==> config.mk <==
export PLATFORM = sky130hd
export DESIGN_NAME = tick_timer
export DESIGN_NICKNAME = d
export VERILOG_FILES = /design/src/verilog/tick_timer_pkg.sv /design/src/verilog/prescale_divider.sv /design/src/verilog/tick_timer.sv
export SDC_FILE = /design/constraint.sdc
export NUM_CORES = 1
export LEC_CHECK = 0
export ABC_AREA = 1
export BUFFER_PORTS_ARGS = -buffer_cell sky130_fd_sc_hd__buf_2
export CORE_UTILIZATION = 40
export CTS_CLUSTER_DIAMETER = 80
export CTS_CLUSTER_SIZE = 16
export DETAILED_ROUTE_END_ITERATION = 8
export GPL_TIMING_DRIVEN = 0
export PLACE_DENSITY = 0.68
export SYNTH_ARGS = -nofsm -noshare
export SYNTH_HDL_FRONTEND = slang
export SYNTH_SLANG_ARGS = --single-unit
==> constraint.sdc <==
create_clock -name aclk -period 3.2 [get_ports aclk]
set_clock_uncertainty 0.2 [all_clocks]
set_input_delay 0.64 -clock aclk [delete_from_list [all_inputs] [get_ports aclk]]
set_output_delay 0.64 -clock aclk [all_outputs]
set_load 0.1 [all_outputs]
==> src/verilog/tick_timer_pkg.sv <==
`default_nettype none
package tick_timer_pkg;

    // ----------------------------------------------------------------
    // Register map (byte addresses)
    // ----------------------------------------------------------------
    localparam logic [7:0] OFF_CONTROL = 8'h00;
    localparam logic [7:0] OFF_COUNT = 8'h04;
    localparam logic [7:0] OFF_PERIOD = 8'h08;
    localparam logic [7:0] OFF_IRQ_STATUS = 8'h0C;
    localparam logic [7:0] OFF_IRQ_CLEAR = 8'h10;
    localparam logic [7:0] OFF_IRQ_ENABLE = 8'h14;
    localparam logic [7:0] OFF_IRQ_PRIORITY = 8'h18;

    // ----------------------------------------------------------------
    // Control register fields
    // ----------------------------------------------------------------
    localparam int unsigned RUN_BIT = 15;
    localparam int unsigned IDLE_HALT_BIT = 13;
    localparam int unsigned GATE_BIT = 6;
    localparam int unsigned PRESCALE_LSB = 4;
    localparam int unsigned SYNC_BIT = 2;
    localparam int unsigned SOURCE_BIT = 1;
    localparam logic [15:0] CONTROL_WMASK = 16'hA076;

    typedef struct packed {
        logic count_run;
        logic unused14;
        logic idle_halt;
        logic [5:0] unused12_7;
        logic gated_accumulate;
        logic [1:0] prescale_select;
        logic unused3;
        logic ext_clock_sync;
        logic clock_source_select;
        logic unused0;
    } control_t;

    // ----------------------------------------------------------------
    // Reset values
    // ----------------------------------------------------------------
    localparam logic [15:0] CONTROL_RESET = 16'h0000;
    localparam logic [15:0] COUNT_RESET = 16'h0000;
    localparam logic [15:0] PERIOD_RESET = 16'hFFFF;
    localparam logic [1:0] IRQ_ENABLE_RESET = 2'h0;
    localparam logic [2:0] PRIORITY_RESET = 3'h0;

    // ----------------------------------------------------------------
    // Interrupt status layout
    // ----------------------------------------------------------------
    localparam int unsigned ST_MATCH = 0;
    localparam int unsigned ST_GATE_FALL = 1;
    localparam int unsigned IRQ_W = 2;

    // ----------------------------------------------------------------
    // Prescaler terminal counts (divide ratio minus one)
    // ----------------------------------------------------------------
    localparam logic [1:0] PS_DIV1 = 2'h0;
    localparam logic [1:0] PS_DIV8 = 2'h1;
    localparam logic [1:0] PS_DIV64 = 2'h2;
    localparam logic [1:0] PS_DIV256 = 2'h3;
    localparam logic [7:0] PS_TERM1 = 8'h00;
    localparam logic [7:0] PS_TERM8 = 8'h07;
    localparam logic [7:0] PS_TERM64 = 8'h3F;
    localparam logic [7:0] PS_TERM256 = 8'hFF;

    // ----------------------------------------------------------------
    // Bus responses and operating modes
    // ----------------------------------------------------------------
    localparam logic [1:0] RESP_OKAY = 2'h0;
    localparam logic [1:0] RESP_SLVERR = 2'h2;

    typedef enum logic [1:0] {
        MODE_TIMER,
        MODE_GATED,
        MODE_SYNC_COUNTER,
        MODE_ASYNC_COUNTER
    } mode_t;

endpackage
`default_nettype wire
==> src/verilog/prescale_divider.sv <==
`timescale 1ns/1ps
`default_nettype none
module prescale_divider (
    // Clock and reset
    input wire logic aclk,
    input wire logic aresetn,
    // Control
    input wire logic clear,
    input wire logic [1:0] select,
    // Count pulses in, divided ticks out
    input wire logic pulse_in,
    output logic tick
);

    logic [7:0] count_q;
    logic [7:0] term;

    always_comb begin
        unique case (select)
            tick_timer_pkg::PS_DIV1: term = tick_timer_pkg::PS_TERM1;
            tick_timer_pkg::PS_DIV8: term = tick_timer_pkg::PS_TERM8;
            tick_timer_pkg::PS_DIV64: term = tick_timer_pkg::PS_TERM64;
            tick_timer_pkg::PS_DIV256: term = tick_timer_pkg::PS_TERM256;
        endcase
    end

    assign tick = pulse_in && !clear && (count_q >= term);

    always_ff @(posedge aclk) begin
        if (!aresetn || clear) begin
            count_q <= 8'h00;
        end else if (tick) begin
            count_q <= 8'h00;
        end else if (pulse_in) begin
            count_q <= count_q + 8'h01;
        end
    end

endmodule // prescale_divider
`default_nettype wire

==> src/verilog/tick_timer.sv <==
// Summary of operation
// - A 16-bit up-counter serves as clock time base or interval timer.
// - Modes: internal timer, sync counter, async external counter.
// - Counter equal to period value raises the timer interrupt flag.
// - In gated mode a falling gate edge raises the timer flag; here it sets its own status bit 1, not the match bit.
// - Counting may continue during idle and sleep states.
// - Control bit 15 starts the counter when one, stops it when zero.
// - Bit 6 gates accumulation on internal clock; ignored on external.
// - Bit 2 synchronises the external clock; ignored on internal clock.
// - Bit 1 selects external pin rising edges, else instruction clock.
// - Control bits 14, 12-7, 3 and 0 read as zero.
// - A writable 16-bit period register is compared with the counter.
// - Separate interrupt enable and a three-bit priority outside control.
//
// The address map and register access over AXI4-Lite were decided locally.
`timescale 1ns/1ps
`default_nettype none
module tick_timer (
    // Clock and reset
    input wire logic aclk,
    input wire logic aresetn,
    // AXI4-Lite write address
    input wire logic awvalid,
    output logic awready,
    input wire logic [7:0] awaddr,
    input wire logic [2:0] awprot,
    // AXI4-Lite write data
    input wire logic wvalid,
    output logic wready,
    input wire logic [31:0] wdata,
    input wire logic [3:0] wstrb,
    // AXI4-Lite write response
    output logic bvalid,
    input wire logic bready,
    output logic [1:0] bresp,
    // AXI4-Lite read address
    input wire logic arvalid,
    output logic arready,
    input wire logic [7:0] araddr,
    input wire logic [2:0] arprot,
    // AXI4-Lite read data
    output logic rvalid,
    input wire logic rready,
    output logic [31:0] rdata,
    output logic [1:0] rresp,
    // External clock and gate pin, power states
    input wire logic ext_clock_pin,
    input wire logic idle_mode,
    input wire logic sleep_mode,
    // Interrupt
    output logic tick_irq,
    output logic [2:0] tick_irq_priority
);

    // ----------------------------------------------------------------
    // Declarations
    // ----------------------------------------------------------------
    tick_timer_pkg::control_t control_q;
    tick_timer_pkg::mode_t mode;
    logic [15:0] count_q;
    logic [15:0] period_value_q;
    logic [tick_timer_pkg::IRQ_W-1:0] status_q;
    logic [tick_timer_pkg::IRQ_W-1:0] tick_irq_enable_q;
    logic [2:0] priority_q;
    logic irq_q;

    logic awready_q, wready_q, bvalid_q, arready_q, rvalid_q;
    logic [1:0] bresp_q, rresp_q;
    logic [31:0] rdata_q;
    logic aw_full_q, w_full_q;
    logic [7:0] aw_addr_q;
    logic [31:0] w_data_q;
    logic [3:0] w_strb_q;
    logic aw_take, w_take, do_write, ar_take;
    logic aw_full_d, w_full_d;
    logic wr_control, wr_count, wr_period, wr_clear, wr_enable, wr_priority;
    logic wr_hit;
    logic [31:0] rd_word;
    logic rd_hit;

    logic sync1_q, sync2_q, sync_prev_q;
    logic raw_q, raw_prev_q;
    logic ext_rise, gate_fall;
    logic count_pulse, hold, pulse_in, tick, match;
    logic [tick_timer_pkg::IRQ_W-1:0] events;

    // ----------------------------------------------------------------
    // Byte-lane merge for 16-bit registers
    // ----------------------------------------------------------------
    function automatic logic [15:0] merge16(input logic [15:0] old,
                                            input logic [31:0] data,
                                            input logic [3:0] strb);
        logic [15:0] res;
        res = old;
        if (strb[0]) begin
            res[7:0] = data[7:0];
        end
        if (strb[1]) begin
            res[15:8] = data[15:8];
        end
        return res;
    endfunction

    // ----------------------------------------------------------------
    // AXI4-Lite write path
    // ----------------------------------------------------------------
    // Address and data are latched independently, so either may come first
    assign aw_take = awvalid && awready_q;
    assign w_take = wvalid && wready_q;
    assign do_write = aw_full_q && w_full_q && !bvalid_q;
    assign aw_full_d = (aw_full_q || aw_take) && !do_write;
    assign w_full_d = (w_full_q || w_take) && !do_write;

    always_ff @(posedge aclk) begin
        if (!aresetn) begin
            aw_full_q <= 1'b0;
            awready_q <= 1'b0;
            aw_addr_q <= 8'h00;
        end else begin
            aw_full_q <= aw_full_d;
            awready_q <= !aw_full_d;
            if (aw_take) begin
                aw_addr_q <= awaddr;
            end
        end
    end

    always_ff @(posedge aclk) begin
        if (!aresetn) begin
            w_full_q <= 1'b0;
            wready_q <= 1'b0;
            w_data_q <= 32'h0000_0000;
            w_strb_q <= 4'h0;
        end else begin
            w_full_q <= w_full_d;
            wready_q <= !w_full_d;
            if (w_take) begin
                w_data_q <= wdata;
                w_strb_q <= wstrb;
            end
        end
    end

    always_comb begin
        wr_control = 1'b0;
        wr_count = 1'b0;
        wr_period = 1'b0;
        wr_clear = 1'b0;
        wr_enable = 1'b0;
        wr_priority = 1'b0;
        wr_hit = 1'b1;
        unique case (aw_addr_q)
            tick_timer_pkg::OFF_CONTROL: wr_control = do_write;
            tick_timer_pkg::OFF_COUNT: wr_count = do_write;
            tick_timer_pkg::OFF_PERIOD: wr_period = do_write;
            tick_timer_pkg::OFF_IRQ_STATUS: wr_hit = 1'b1;
            tick_timer_pkg::OFF_IRQ_CLEAR: wr_clear = do_write;
            tick_timer_pkg::OFF_IRQ_ENABLE: wr_enable = do_write;
            tick_timer_pkg::OFF_IRQ_PRIORITY: wr_priority = do_write;
            default: wr_hit = 1'b0;
        endcase
    end

    always_ff @(posedge aclk) begin
        if (!aresetn) begin
            bvalid_q <= 1'b0;
            bresp_q <= tick_timer_pkg::RESP_OKAY;
        end else if (do_write) begin
            bvalid_q <= 1'b1;
            bresp_q <= wr_hit ? tick_timer_pkg::RESP_OKAY
                              : tick_timer_pkg::RESP_SLVERR;
        end else if (bvalid_q && bready) begin
            bvalid_q <= 1'b0;
        end
    end

    // ----------------------------------------------------------------
    // AXI4-Lite read path
    // ----------------------------------------------------------------
    assign ar_take = arvalid && arready_q;

    always_comb begin
        rd_word = 32'h0000_0000;
        rd_hit = 1'b1;
        unique case (araddr)
            tick_timer_pkg::OFF_CONTROL: begin
                rd_word[15:0] = control_q;
            end
            tick_timer_pkg::OFF_COUNT: rd_word[15:0] = count_q;
            tick_timer_pkg::OFF_PERIOD: rd_word[15:0] = period_value_q;
            tick_timer_pkg::OFF_IRQ_STATUS: begin
                rd_word[tick_timer_pkg::IRQ_W-1:0] = status_q;
            end
            tick_timer_pkg::OFF_IRQ_CLEAR: rd_word = 32'h0000_0000;
            tick_timer_pkg::OFF_IRQ_ENABLE: begin
                rd_word[tick_timer_pkg::IRQ_W-1:0] = tick_irq_enable_q;
            end
            tick_timer_pkg::OFF_IRQ_PRIORITY: rd_word[2:0] = priority_q;
            default: rd_hit = 1'b0;
        endcase
    end

    always_ff @(posedge aclk) begin
        if (!aresetn) begin
            rvalid_q <= 1'b0;
            arready_q <= 1'b0;
            rdata_q <= 32'h0000_0000;
            rresp_q <= tick_timer_pkg::RESP_OKAY;
        end else if (ar_take) begin
            rvalid_q <= 1'b1;
            arready_q <= 1'b0;
            rdata_q <= rd_word;
            rresp_q <= rd_hit ? tick_timer_pkg::RESP_OKAY
                              : tick_timer_pkg::RESP_SLVERR;
        end else if (rvalid_q && rready) begin
            rvalid_q <= 1'b0;
            arready_q <= 1'b1;
        end else begin
            arready_q <= !rvalid_q;
        end
    end

    // ----------------------------------------------------------------
    // Configuration registers
    // ----------------------------------------------------------------
    always_ff @(posedge aclk) begin
        if (!aresetn) begin
            control_q <= tick_timer_pkg::CONTROL_RESET;
        end else if (wr_control) begin
            // Unimplemented bits never store, so they read as zero
            control_q <= merge16(control_q, w_data_q, w_strb_q)
                         & tick_timer_pkg::CONTROL_WMASK;
        end
    end

    always_ff @(posedge aclk) begin
        if (!aresetn) begin
            period_value_q <= tick_timer_pkg::PERIOD_RESET;
        end else if (wr_period) begin
            period_value_q <= merge16(period_value_q, w_data_q,
                                      w_strb_q);
        end
    end

    always_ff @(posedge aclk) begin
        if (!aresetn) begin
            tick_irq_enable_q <= tick_timer_pkg::IRQ_ENABLE_RESET;
            priority_q <= tick_timer_pkg::PRIORITY_RESET;
        end else begin
            if (wr_enable && w_strb_q[0]) begin
                tick_irq_enable_q <=
                    w_data_q[tick_timer_pkg::IRQ_W-1:0];
            end
            if (wr_priority && w_strb_q[0]) begin
                priority_q <= w_data_q[2:0];
            end
        end
    end

    // ----------------------------------------------------------------
    // External pin conditioning
    // ----------------------------------------------------------------
    // Two-stage path for synchronised use and gating, one stage otherwise
    always_ff @(posedge aclk) begin
        if (!aresetn) begin
            sync1_q <= 1'b0;
            sync2_q <= 1'b0;
            sync_prev_q <= 1'b0;
            raw_q <= 1'b0;
            raw_prev_q <= 1'b0;
        end else begin
            sync1_q <= ext_clock_pin;
            sync2_q <= sync1_q;
            sync_prev_q <= sync2_q;
            raw_q <= ext_clock_pin;
            raw_prev_q <= raw_q;
        end
    end

    // ----------------------------------------------------------------
    // Count source selection
    // ----------------------------------------------------------------
    always_comb begin
        if (control_q.clock_source_select) begin
            mode = control_q.ext_clock_sync
                 ? tick_timer_pkg::MODE_SYNC_COUNTER
                 : tick_timer_pkg::MODE_ASYNC_COUNTER;
        end else begin
            mode = control_q.gated_accumulate
                 ? tick_timer_pkg::MODE_GATED
                 : tick_timer_pkg::MODE_TIMER;
        end
    end

    assign gate_fall = sync_prev_q && !sync2_q;

    always_comb begin
        unique case (mode)
            tick_timer_pkg::MODE_TIMER: begin
                count_pulse = 1'b1;
                ext_rise = 1'b0;
            end
            tick_timer_pkg::MODE_GATED: begin
                count_pulse = sync2_q;
                ext_rise = 1'b0;
            end
            tick_timer_pkg::MODE_SYNC_COUNTER: begin
                ext_rise = sync2_q && !sync_prev_q;
                count_pulse = ext_rise;
            end
            tick_timer_pkg::MODE_ASYNC_COUNTER: begin
                ext_rise = raw_q && !raw_prev_q;
                count_pulse = ext_rise;
            end
        endcase
    end

    // Sleep stops the instruction clock; only the unsynchronised counter
    // keeps running there
    assign hold = !control_q.count_run
                || (idle_mode && control_q.idle_halt)
                || (sleep_mode
                    && mode != tick_timer_pkg::MODE_ASYNC_COUNTER);
    assign pulse_in = count_pulse && !hold;

    prescale_divider u_prescale (
        .aclk(aclk),
        .aresetn(aresetn),
        .clear(wr_control || wr_count),
        .select(control_q.prescale_select),
        .pulse_in(pulse_in),
        .tick(tick)
    );

    // ----------------------------------------------------------------
    // Counter and period match
    // ----------------------------------------------------------------
    assign match = tick && (count_q == period_value_q);

    always_ff @(posedge aclk) begin
        if (!aresetn) begin
            count_q <= tick_timer_pkg::COUNT_RESET;
        end else if (wr_count) begin
            count_q <= merge16(count_q, w_data_q, w_strb_q);
        end else if (match) begin
            count_q <= 16'h0000;
        end else if (tick) begin
            count_q <= count_q + 16'h0001;
        end
    end

    // ----------------------------------------------------------------
    // Interrupt status, enable and output
    // ----------------------------------------------------------------
    always_comb begin
        events = '0;
        events[tick_timer_pkg::ST_MATCH] = match;
        events[tick_timer_pkg::ST_GATE_FALL] =
            gate_fall && control_q.count_run
            && mode == tick_timer_pkg::MODE_GATED;
    end

    // New events win over a clear in the same cycle
    always_ff @(posedge aclk) begin
        if (!aresetn) begin
            status_q <= '0;
        end else if (wr_clear && w_strb_q[0]) begin
            status_q <= (status_q
                         & ~w_data_q[tick_timer_pkg::IRQ_W-1:0]) | events;
        end else begin
            status_q <= status_q | events;
        end
    end

    always_ff @(posedge aclk) begin
        if (!aresetn) begin
            irq_q <= 1'b0;
        end else begin
            irq_q <= |(status_q & tick_irq_enable_q);
        end
    end

    // ----------------------------------------------------------------
    // Outputs
    // ----------------------------------------------------------------
    assign awready = awready_q;
    assign wready = wready_q;
    assign bvalid = bvalid_q;
    assign bresp = bresp_q;
    assign arready = arready_q;
    assign rvalid = rvalid_q;
    assign rdata = rdata_q;
    assign rresp = rresp_q;
    assign tick_irq = irq_q;
    assign tick_irq_priority = priority_q;

endmodule // tick_timer
`default_nettype wire

# [Yosys cells after proc, flatten, opt, wreduce, memory -nomap -nowiden]
# Cells that the tools add are included.
[word_totals] regBits=111 inputBits=68 out_inout_bits=45 word_cells=149
[classes] add_sub_neg=2 order_cmp=1 eq_ne=22 n_mux=29 bitwise=6 reduce_logical=58
[ops] operator="== test 8 x 5 -> 1 bit (second input constant)" count=6
[ops] operator="two-way mux 16 bit" count=3
[ops] operator="case mux 13 bit (3 select lines)" count=1
[ops] operator="== test 8 x 4 -> 1 bit (second input constant)" count=4
[ops] operator="case mux 8 bit (4 select lines)" count=1
[ops] operator="logical AND 1 bit" count=23
[ops] operator="adder 16 x 1 -> 16 bit (second input constant)" count=1
[ops] operator="== test 16 bit" count=1
[ops] operator="== test 8 x 3 -> 1 bit (second input constant)" count=2
[ops] operator="zero test 8 bit" count=2
[ops] operator="two-way mux 8 bit" count=2
[ops] operator="two-way mux 1 bit" count=15
[ops] operator="OR reduction 7 bit" count=2
[ops] operator="case mux 2 bit (6 select lines)" count=1
[ops] operator="AND reduction 2 bit" count=6
[ops] operator="zero test 1 bit" count=11
[ops] operator="adder 8 x 1 -> 8 bit (second input constant)" count=1
[ops] operator="== test 2 bit (second input constant)" count=4
[ops] operator="greater-or-equal comparator 8 bit" count=1
[ops] operator="two-way mux 2 bit" count=4
[ops] operator="case mux 1 bit (4 select lines)" count=2
[ops] operator="logical OR 1 bit" count=6
[ops] operator="!= test 2 bit (second input constant)" count=3
[ops] operator="OR reduction 2 bit" count=3
[ops] operator="other kinds (8)" count=13

# [Logic depth before layout (Yosys ltp)]
# Gate-level depths: netlist (run 1).
[depth] depth_word=12 mapped_depth=14 mapped_depth_nobuf=14

# [Cells and area by module]
# From an unflattened synthesis (run 1), not the netlist that was laid out.
[hier_totals] hier_cells=822 hier_area_um2=5672.9
[modules_own_cells] mod="tick_timer" instances=1 cells_per_inst=747 area_each_um2=5121.2 seq_area_each_um2=2021.9
[modules_own_cells] mod="prescale_divider" instances=1 cells_per_inst=75 area_each_um2=551.8 seq_area_each_um2=160.2

# [Least setup slack after synthesis (run 1)]
# OpenSTA, ideal clock, no wires.
[synth_timing] path_type="register to register" start="reg bvalid_q, in the netlist bvalid" end="reg count_q[1]" setup_ps=119 arrival_ps=2094 required_ps=2881 path_slack_ps=786 stages_incl_launch_ff=11 path_buffers=1 period_less_slack_ps=2414 path_cell_list="dfxtp_1 inv_1 nand3_4 nor2_8 nand2_8 clkinv_1 nor2_4 nand2_8 buf_6 a21oi_1 a21oi_1"
[synth_via] elab_chain_len=10 word_cells_on_any_way=14 classes_between="eq/ne (1); mux (4); reduce/logical (9)"
[synth_lines] item="start: declaration" line_no="tick_timer.sv:67" rtl="logic awready_q, wready_q, bvalid_q, arready_q, rvalid_q;"
[synth_lines] item="start signal: assignment" line_no="tick_timer.sv:166" rtl="bvalid_q <= 1'b0;"
[synth_lines] item="start signal: assignment" line_no="tick_timer.sv:169" rtl="bvalid_q <= 1'b1;"
[synth_lines] item="start signal: assignment" line_no="tick_timer.sv:173" rtl="bvalid_q <= 1'b0;"
[synth_lines] item="zero test 1 bit *" line_no="tick_timer.sv:110" rtl="assign do_write = aw_full_q && w_full_q && !bvalid_q;"
[synth_lines] item="logical AND 1 bit *" line_no="tick_timer.sv:110"
[synth_lines] item="two-way mux 1 bit" line_no="tick_timer.sv:152" rtl="unique case (aw_addr_q)"
[synth_lines] item="logical OR 1 bit" line_no="tick_timer.sv:329" rtl=".clear(wr_control || wr_count),"
[synth_lines] item="zero test 1 bit" line_no="prescale_divider.sv:27" rtl="assign tick = pulse_in && !clear && (count_q >= term);"
[synth_lines] item="logical AND 1 bit (2 in a row)" line_no="prescale_divider.sv:27"
[synth_lines] item="logical AND 1 bit" line_no="tick_timer.sv:338" rtl="assign match = tick && (count_q == period_value_q);"
[synth_lines] item="nonzero test 3 bit (no line) or two-way mux 16 bit (tied branches)"
[synth_lines] item="AND reduction 2 bit (no line) or two-way mux 16 bit (tied branches)"
[synth_lines] item="end signal: assignment" line_no="tick_timer.sv:342" rtl="count_q <= tick_timer_pkg::COUNT_RESET;"
[synth_lines] item="end signal: assignment" line_no="tick_timer.sv:344" rtl="count_q <= merge16(count_q, w_data_q, w_strb_q);"
[synth_lines] item="end signal: assignment" line_no="tick_timer.sv:348" rtl="count_q <= count_q + 16'h0001;"
[synth_lines] item="end: declaration" line_no="tick_timer.sv:60" rtl="logic [15:0] count_q;"
# Mark *: on every way between the ends. The rest lies on a longest branch, timed or not.
# A chain may end at the register's enable or synchronous reset.

# [Worst setup path after layout (run 1)]
[layout_timing] start="reg control_q[4] in the netlist's numbering" end="reg count_q[4]"
[layout_via] elab_chain_len=7 word_cells_on_any_way=12 classes_between="order compare (1); eq/ne (3); mux (3); reduce/logical (5)"
[layout_lines] item="start: declaration" line_no="tick_timer.sv:58" rtl="tick_timer_pkg::control_t control_q;"
[layout_lines] item="start signal: assignment" line_no="tick_timer.sv:228" rtl="control_q <= tick_timer_pkg::CONTROL_RESET;"
[layout_lines] item="start signal: assignment" line_no="tick_timer.sv:231" rtl="control_q <= merge16(control_q, w_data_q, w_strb_q)"
[layout_lines] item="== test 2 bit, or another cell as far along" line_no="prescale_divider.sv:19" rtl="unique case (select)"
[layout_lines] item="case mux 8 bit (4 select lines) *" line_no="prescale_divider.sv:19"
[layout_lines] item="greater-or-equal comparator 8 bit *" line_no="prescale_divider.sv:27"
[layout_lines] item="logical AND 1 bit *" line_no="prescale_divider.sv:27"
[layout_lines] item="logical AND 1 bit" line_no="tick_timer.sv:338"
[layout_lines] item="nonzero test 3 bit (no line) or two-way mux 16 bit (tied branches)"
[layout_lines] item="AND reduction 2 bit (no line) or two-way mux 16 bit (tied branches)"
# Marks and branches as above.

==> flow_summary.toml, run 1 <==
[yosys]
synth.cell_area_um2 = 5580
synth_common_cells = "nand2_1 (145), dfxtp_1 (109), a21oi_1 (82)"
synthFlopType = "dfxtp_1"
synth.top_cell.area_share_pct = 39.1
yosysSeqAreaShare_pct = 39.1
synthDistinctLibCells = 40
yosysMostFrequentCell = "nand2_1"
synth.ff_latch_count = 109
synth_edf_count = 0
synth_top_cell_by_area = "dfxtp_1"
synth_async_sr_flop_share_pct = 0
yosys_warnings = 0
avgSynthCellArea_um2 = 7.20
synthCells = 775
synth.area.top_cells = "dfxtp_1 (39%), nand2_1 (9.7%), a21oi_1 (7.4%), o21ai_0 (6.4%), nor2_1 (5.4%)"

[worst_setup_path]
endpoint_kind = "flip-flop"
r2r-start = "control_q[4]"
path_cells = "nor2_1 > inv_1 > ha_1 > nand2_1 > nand3_1 > nand2_1 > nand2_1 > nand2_1 > a21oi_1 > nand2_2 > buf_6 > nand3_1 > a21oi_1"
critPathLaunch = "control_q[4]"
rr_worst_depth = 13
r2r_slack_ps = 900
path_buf_inv = 2
cp_top_family = "simple AND/OR/NAND/NOR gates"
path_max_fanout = 10
cp_slowest_cell = "dfxtp_1"
critPathKind = "flip-flop to flip-flop"
cpMostUsedCell = "nand2_1"
r2r_end = "count_q[4]"
crit_arrival_ps = 2350
cp-start-kind = "flip-flop"
cp_data_required_time_ps = 3240
max_stage_delay_ps = 340

[layout]
drive_gt1_share_pct = 15.9
fillers = 1381
design_area_um2 = 6510
multiInputGateArea_um2 = 2860
final_util_pct = 48.4
layout.nets = 951
syn2layout_area_growth_pct = 16.6
ff_latch_area_um2 = 2180
diodes = 0

[sta]
relSlewSlack_pct = 33.4
fin_hold_ws_ps = 246
fmax_mhz = 434
setup_viol = 0
hold_viol = 0
fin_crit_ps = 2300
rsz0062_at_grt = "false"
fin_setup_tns_ps = 0
finalMaxSlewViolations = 0
final.period_utilization_pct = 72.0
worst_slew_pin_slew_ps = 990

[global_route]
globalRouteTotalUtil_pct = 21.1
grt_pass1_wl_um = 23500
antenna_found_initial = 0
grt_max_degree = 17
grt_pass1_vias = 4624
grt-ovfl-total = 0

[clocking]
clock_latency_ps = 360
cts_tree = "built"
clock_path_buffers = 2
cts_buffers = 9
cts.repair.resized = 0
cts.sinks = 109
ctsHtreeMaxLevel = 3
root_buffer = "clkbuf_16"
clk_pin_slew_worst_paths_ps = 70
cts_setup_buffers = 0
cts_hold_buffers = 0

[drt]
via_per_inst = 4.93
drt-pass1-iter-count = 5
drc = 0
wirelength_um = 14500
ant_nets = 0
wl_per_cell_um = 13.8
vias = 5197
drtIter0Drc = 358

[hold_path]
whs_path_depth = 2
holdCritPathClass = "flip-flop to flip-flop"
hp-start = "raw_q"
min_to = "raw_prev_q"

[floorplanning]
die_x_um = 120
boundaryPins = 113
dieArea_um2 = 14400
rows = 42
start_util_pct = 41.5
coreArea_um2 = 13500
die_height_um = 120

[power]
power_uw = 2870
p_per_area_nw_per_um2 = 442
p_leak_uw = 0.00298
ir_worst_vdd_v = 0.000390

[placement]
hpwl_um = 11100
io_buffers = 70
place_area_um2 = 6220
place_congestion = 0.856

[run]
drv_cap = 0

[outcome]
status = "completed"
per-stage QoR:
step	std cells	setup WS, ps
6_report	1054	895
5_1_grt	1054	736
2_1_floorplan	792	786
4_1_cts	1054	891
3_5_place_dp	1038	811
3_3_place_gp	1038	808
layer usage:
metal | vias to the layer above | GRT usage [%] | wire length, um
li1 | 2706 | - | -
met1 | 2309 | 29.4 | 7080
met2 | 167 | 32.1 | 6220
met3 | 15 | 5.09 | 938
met4 | 0 | 5.86 | 248
met5 | - | 0 | 0
registers in the layout, indices dropped and copies added (netlist names), 3 cells and up:
signal and cells:
control_q 7, count_q 16, u_prescale.count_q 8, w_data_q 16
rdata 16, period_value_q 16, tick_irq_priority 3, aw_addr_q 8
layout by cell type (no fill, tap or decap), types with 2 or more instances in the layout:
master / count
a211oi_1: 2
a21oi_1: 82
a22o_1: 6
buf_2: 72
buf_4: 19
buf_6: 4
clkbuf_1: 20
clkbuf_16: 9
clkbuf_2: 3
clkinv_1: 2
clkinv_2: 4
conb_1: 18
dfxtp_1: 109
ha_1: 10
inv_1: 78
inv_2: 5
nand2_1: 145
nand2_2: 7
nand2_8: 2
nand3_1: 43
nand3_4: 2
nand4_1: 9
nor2_1: 81
nor2_2: 3
nor2_4: 3
nor2_8: 2
nor3_1: 5
nor3_2: 2
nor4_1: 4
o211ai_1: 15
o21ai_0: 71
o21ai_1: 3
xnor2_1: 17
xor2_1: 11
kinds of logic (layout without fill, tap and decap cells):
group | count (synthesis) | count (layout) | share of synthesized area, %
adder cells (fa/ha/maj) | 10 | 10 | 2.24
other | 1 | 18 | 0.0672
AO/OA/AOI/OAI | 184 | 184 | 17.9
flip-flops | 109 | 109 | 39.1
XOR/XNOR | 28 | 28 | 4.39
AND/OR/NAND/NOR | 311 | 311 | 25.5
buffers and inverters | 132 | 218 | 10.8
worst min-delay path, cell delays in order (launching register included):
cell and delay (ps):
dfxtp_1 320, nand2_1 50, inv_1 30
where the power goes:
part	leakage, uW	total, uW	internal [uW]	switching [uW]
Sequential	0.000885	1410	1390	20.0
Combinational	0.00194	344	79.2	264
Clock	0.000149	1120	623	497
cell type report:
| type | count | share of cell area [%] |
|---|---|---|
| multi-input cells | 551 | 44.0 |
| flip-flops and latches | 109 | 33.5 |
| repair buffers | 70 | 5.38 |
| inverters | 85 | 4.90 |
| plain buffers | 47 | 4.36 |
| clock buffers | 11 | 3.73 |
| well taps | 176 | 3.38 |
| clock inverters | 5 | 0.769 |
worst max path at each step:
stage	depth (start not counted)	endpoint	slack, ps
after CTS	13	count_q[15]	890
after global placement	5	w_data_q[6]	810
after global routing	13	count_q[15]	740
final	13	count_q[4]	900
after floorplan	10	count_q[1]	790
after detailed placement	5	w_data_q[6]	810
Note: power is estimated with default switching activity, not from simulation.
==> inputs of run 2 (changes only) <==
--- a/config.mk
+++ b/config.mk
@@ -12,7 +12,7 @@
 export CTS_CLUSTER_SIZE = 16
 export DETAILED_ROUTE_END_ITERATION = 8
 export GPL_TIMING_DRIVEN = 0
-export PLACE_DENSITY = 0.68
+export PLACE_DENSITY = 0.71
 export SYNTH_ARGS = -nofsm -noshare
 export SYNTH_HDL_FRONTEND = slang
 export SYNTH_SLANG_ARGS = --single-unit
==> constraint.sdc (replaced) <==
create_clock -name aclk -period 2.03 [get_ports aclk]
set_clock_uncertainty 0.2 [all_clocks]
set_input_delay 0.406 -clock aclk [delete_from_list [all_inputs] [get_ports aclk]]
set_output_delay 0.406 -clock aclk [all_outputs]
set_load 0.1 [all_outputs]
==> flow_summary.toml, run 2 (same netlist as run 1, synthesis figures left out) <==
[sta]
finalMaxSlewViolations = 0
hold_viol = 0
fmax_mhz = 473
worst_slew_pin_slew_ps = 708
final.period_utilization_pct = 104
relSlewSlack_pct = 52.8
fin_hold_ws_ps = 37.7
rsz0062_at_grt = "true"
setup_viol = 17
worst_slack_ps = -82.6
fin_crit_ps = 2110

[outcome]
violations = "negative setup slack"
status = "finished with violations"

[drt]
wl_per_cell_um = 14.3
drtIter0Drc = 261
via_per_inst = 5.07
drc = 0
ant_nets = 0
drt-pass1-iter-count = 5
wirelength_um = 15100
vias = 5371

[global_route]
grt-busiest-layer = "met2"
grtUsageMet1_pct = 29.3
grt_use_met3_pct = 3.56
grt_pass1_vias = 4901
grt_pass1_wl_um = 24100
antenna_found_initial = 0
grt_max_degree = 17
global_route.usage.met2_pct = 33.9
grt-ovfl-total = 0
globalRouteTotalUtil_pct = 21.5

[layout]
syn2layout_area_growth_pct = 23.8
fillers = 1330
drive_gt1_share_pct = 22.1
ff_latch_area_um2 = 2190
multiInputGateArea_um2 = 3120
diodes = 0
layout.nets = 957
layout_common_cells = "nand2_1 (142), dfxtp_1 (105), nor2_1 (78)"
final_common_cell = "nand2_1"

[worst_setup_path]
path_max_fanout = 6
critPathKind = "flip-flop to flip-flop"
endpoint_kind = "flip-flop"
cp-start-kind = "flip-flop"
max_stage_delay_ps = 360
crit_arrival_ps = 2160
cp_data_required_time_ps = 2070
path_cells = "nor2_4 > inv_2 > ha_4 > nand2_2 > nand3_2 > nand2_1 > nand2_1 > nand2_2 > nand2_4 > nand2_8 > clkbuf_16 > a21oi_4 > a21oi_2"
cp_slowest_cell = "dfxtp_4"

[floorplanning]
rows = 42
die_x_um = 120
dieArea_um2 = 14400
die_height_um = 120
coreArea_um2 = 13500
boundaryPins = 113
start_util_pct = 41.5

[clocking]
ctsHtreeMaxLevel = 3
clock_latency_ps = 360
clock_path_buffers = 2
clk_pin_slew_worst_paths_ps = 70
cts_buffers = 9
cts_tree = "built"
root_buffer = "clkbuf_16"
cts.sinks = 109

[hold_path]
holdCritPathClass = "input pin to flip-flop"

[placement]
pre_cts_ws_ps = -283
hpwl_um = 11100
place_congestion = 0.884
io_buffers = 70

[power]
p_leak_uw = 0.00309
p_per_area_nw_per_um2 = 680
ir_worst_vdd_v = 0.000627

[run]
drv_cap = 0
==> run 2: worst paths after layout <==
kind                               startpoint         end  slack (ps)  cells after the start
worst min register to register          raw_q  raw_prev_q         240                      2
worst max register to register   control_q[4]  count_q[2]         -80                     13
worst max-delay path             control_q[4]  count_q[2]         -80                     13
worst min-delay path            ext_clock_pin       raw_q          40                      3
==> run 2: area by class of cell <==
class | count | share of cell area, %
multi-input combinational | 552 | 45.2
buffer | 47 | 4.24
clock buffer | 12 | 3.71
inverter | 85 | 4.62
tap | 176 | 3.19
clock inverter | 4 | 1.01
timing repair buffer | 75 | 6.28
sequential | 109 | 31.8
==> run 2: critical path: cells and delay by family (launching register included) <==
kind	cells	cell delay [ps]
simple gates	8	700
fa+ha+maj	1	250
flops	1	360
compound gates	2	210
buf+inv	2	260
==> run 2: routing by layer <==
metal  up-vias  share of wire, %
li1       2713                 -
met1      2445                47
met2       182                44
met3        31               6.8
met4         0               2.8
met5         -                 0
==> run 2: power by group <==
group / switching [uW] / internal [uW]
Combinational: 424 / 127
Clock: 786 / 1150
Sequential: 31.7 / 2190
==> run 2: timing repair <==
action                                  in CTS  in global routing
cloned                                       1                  2
setup buffers                                1                  2
endpoints found under the setup margin      27                 28
pin swaps                                    5                 13
hold buffers                                 0                  0
resized for setup                           44                 33
==> run 2: through the flow <==
step           util, %  cell area (um^2)  power [uW]  std cells  setup TNS, ps
3_5_place_dp      46.3              6220        2810       1038          -4550
6_report          51.4              6910        4700       1060           -719
2_1_floorplan        -              5650        2690        792              0
4_1_cts           50.0              6730        4730       1056           -469
5_1_grt           51.4              6910        4870       1060          -2630
3_3_place_gp      46.3              6220        2810       1038          -2570
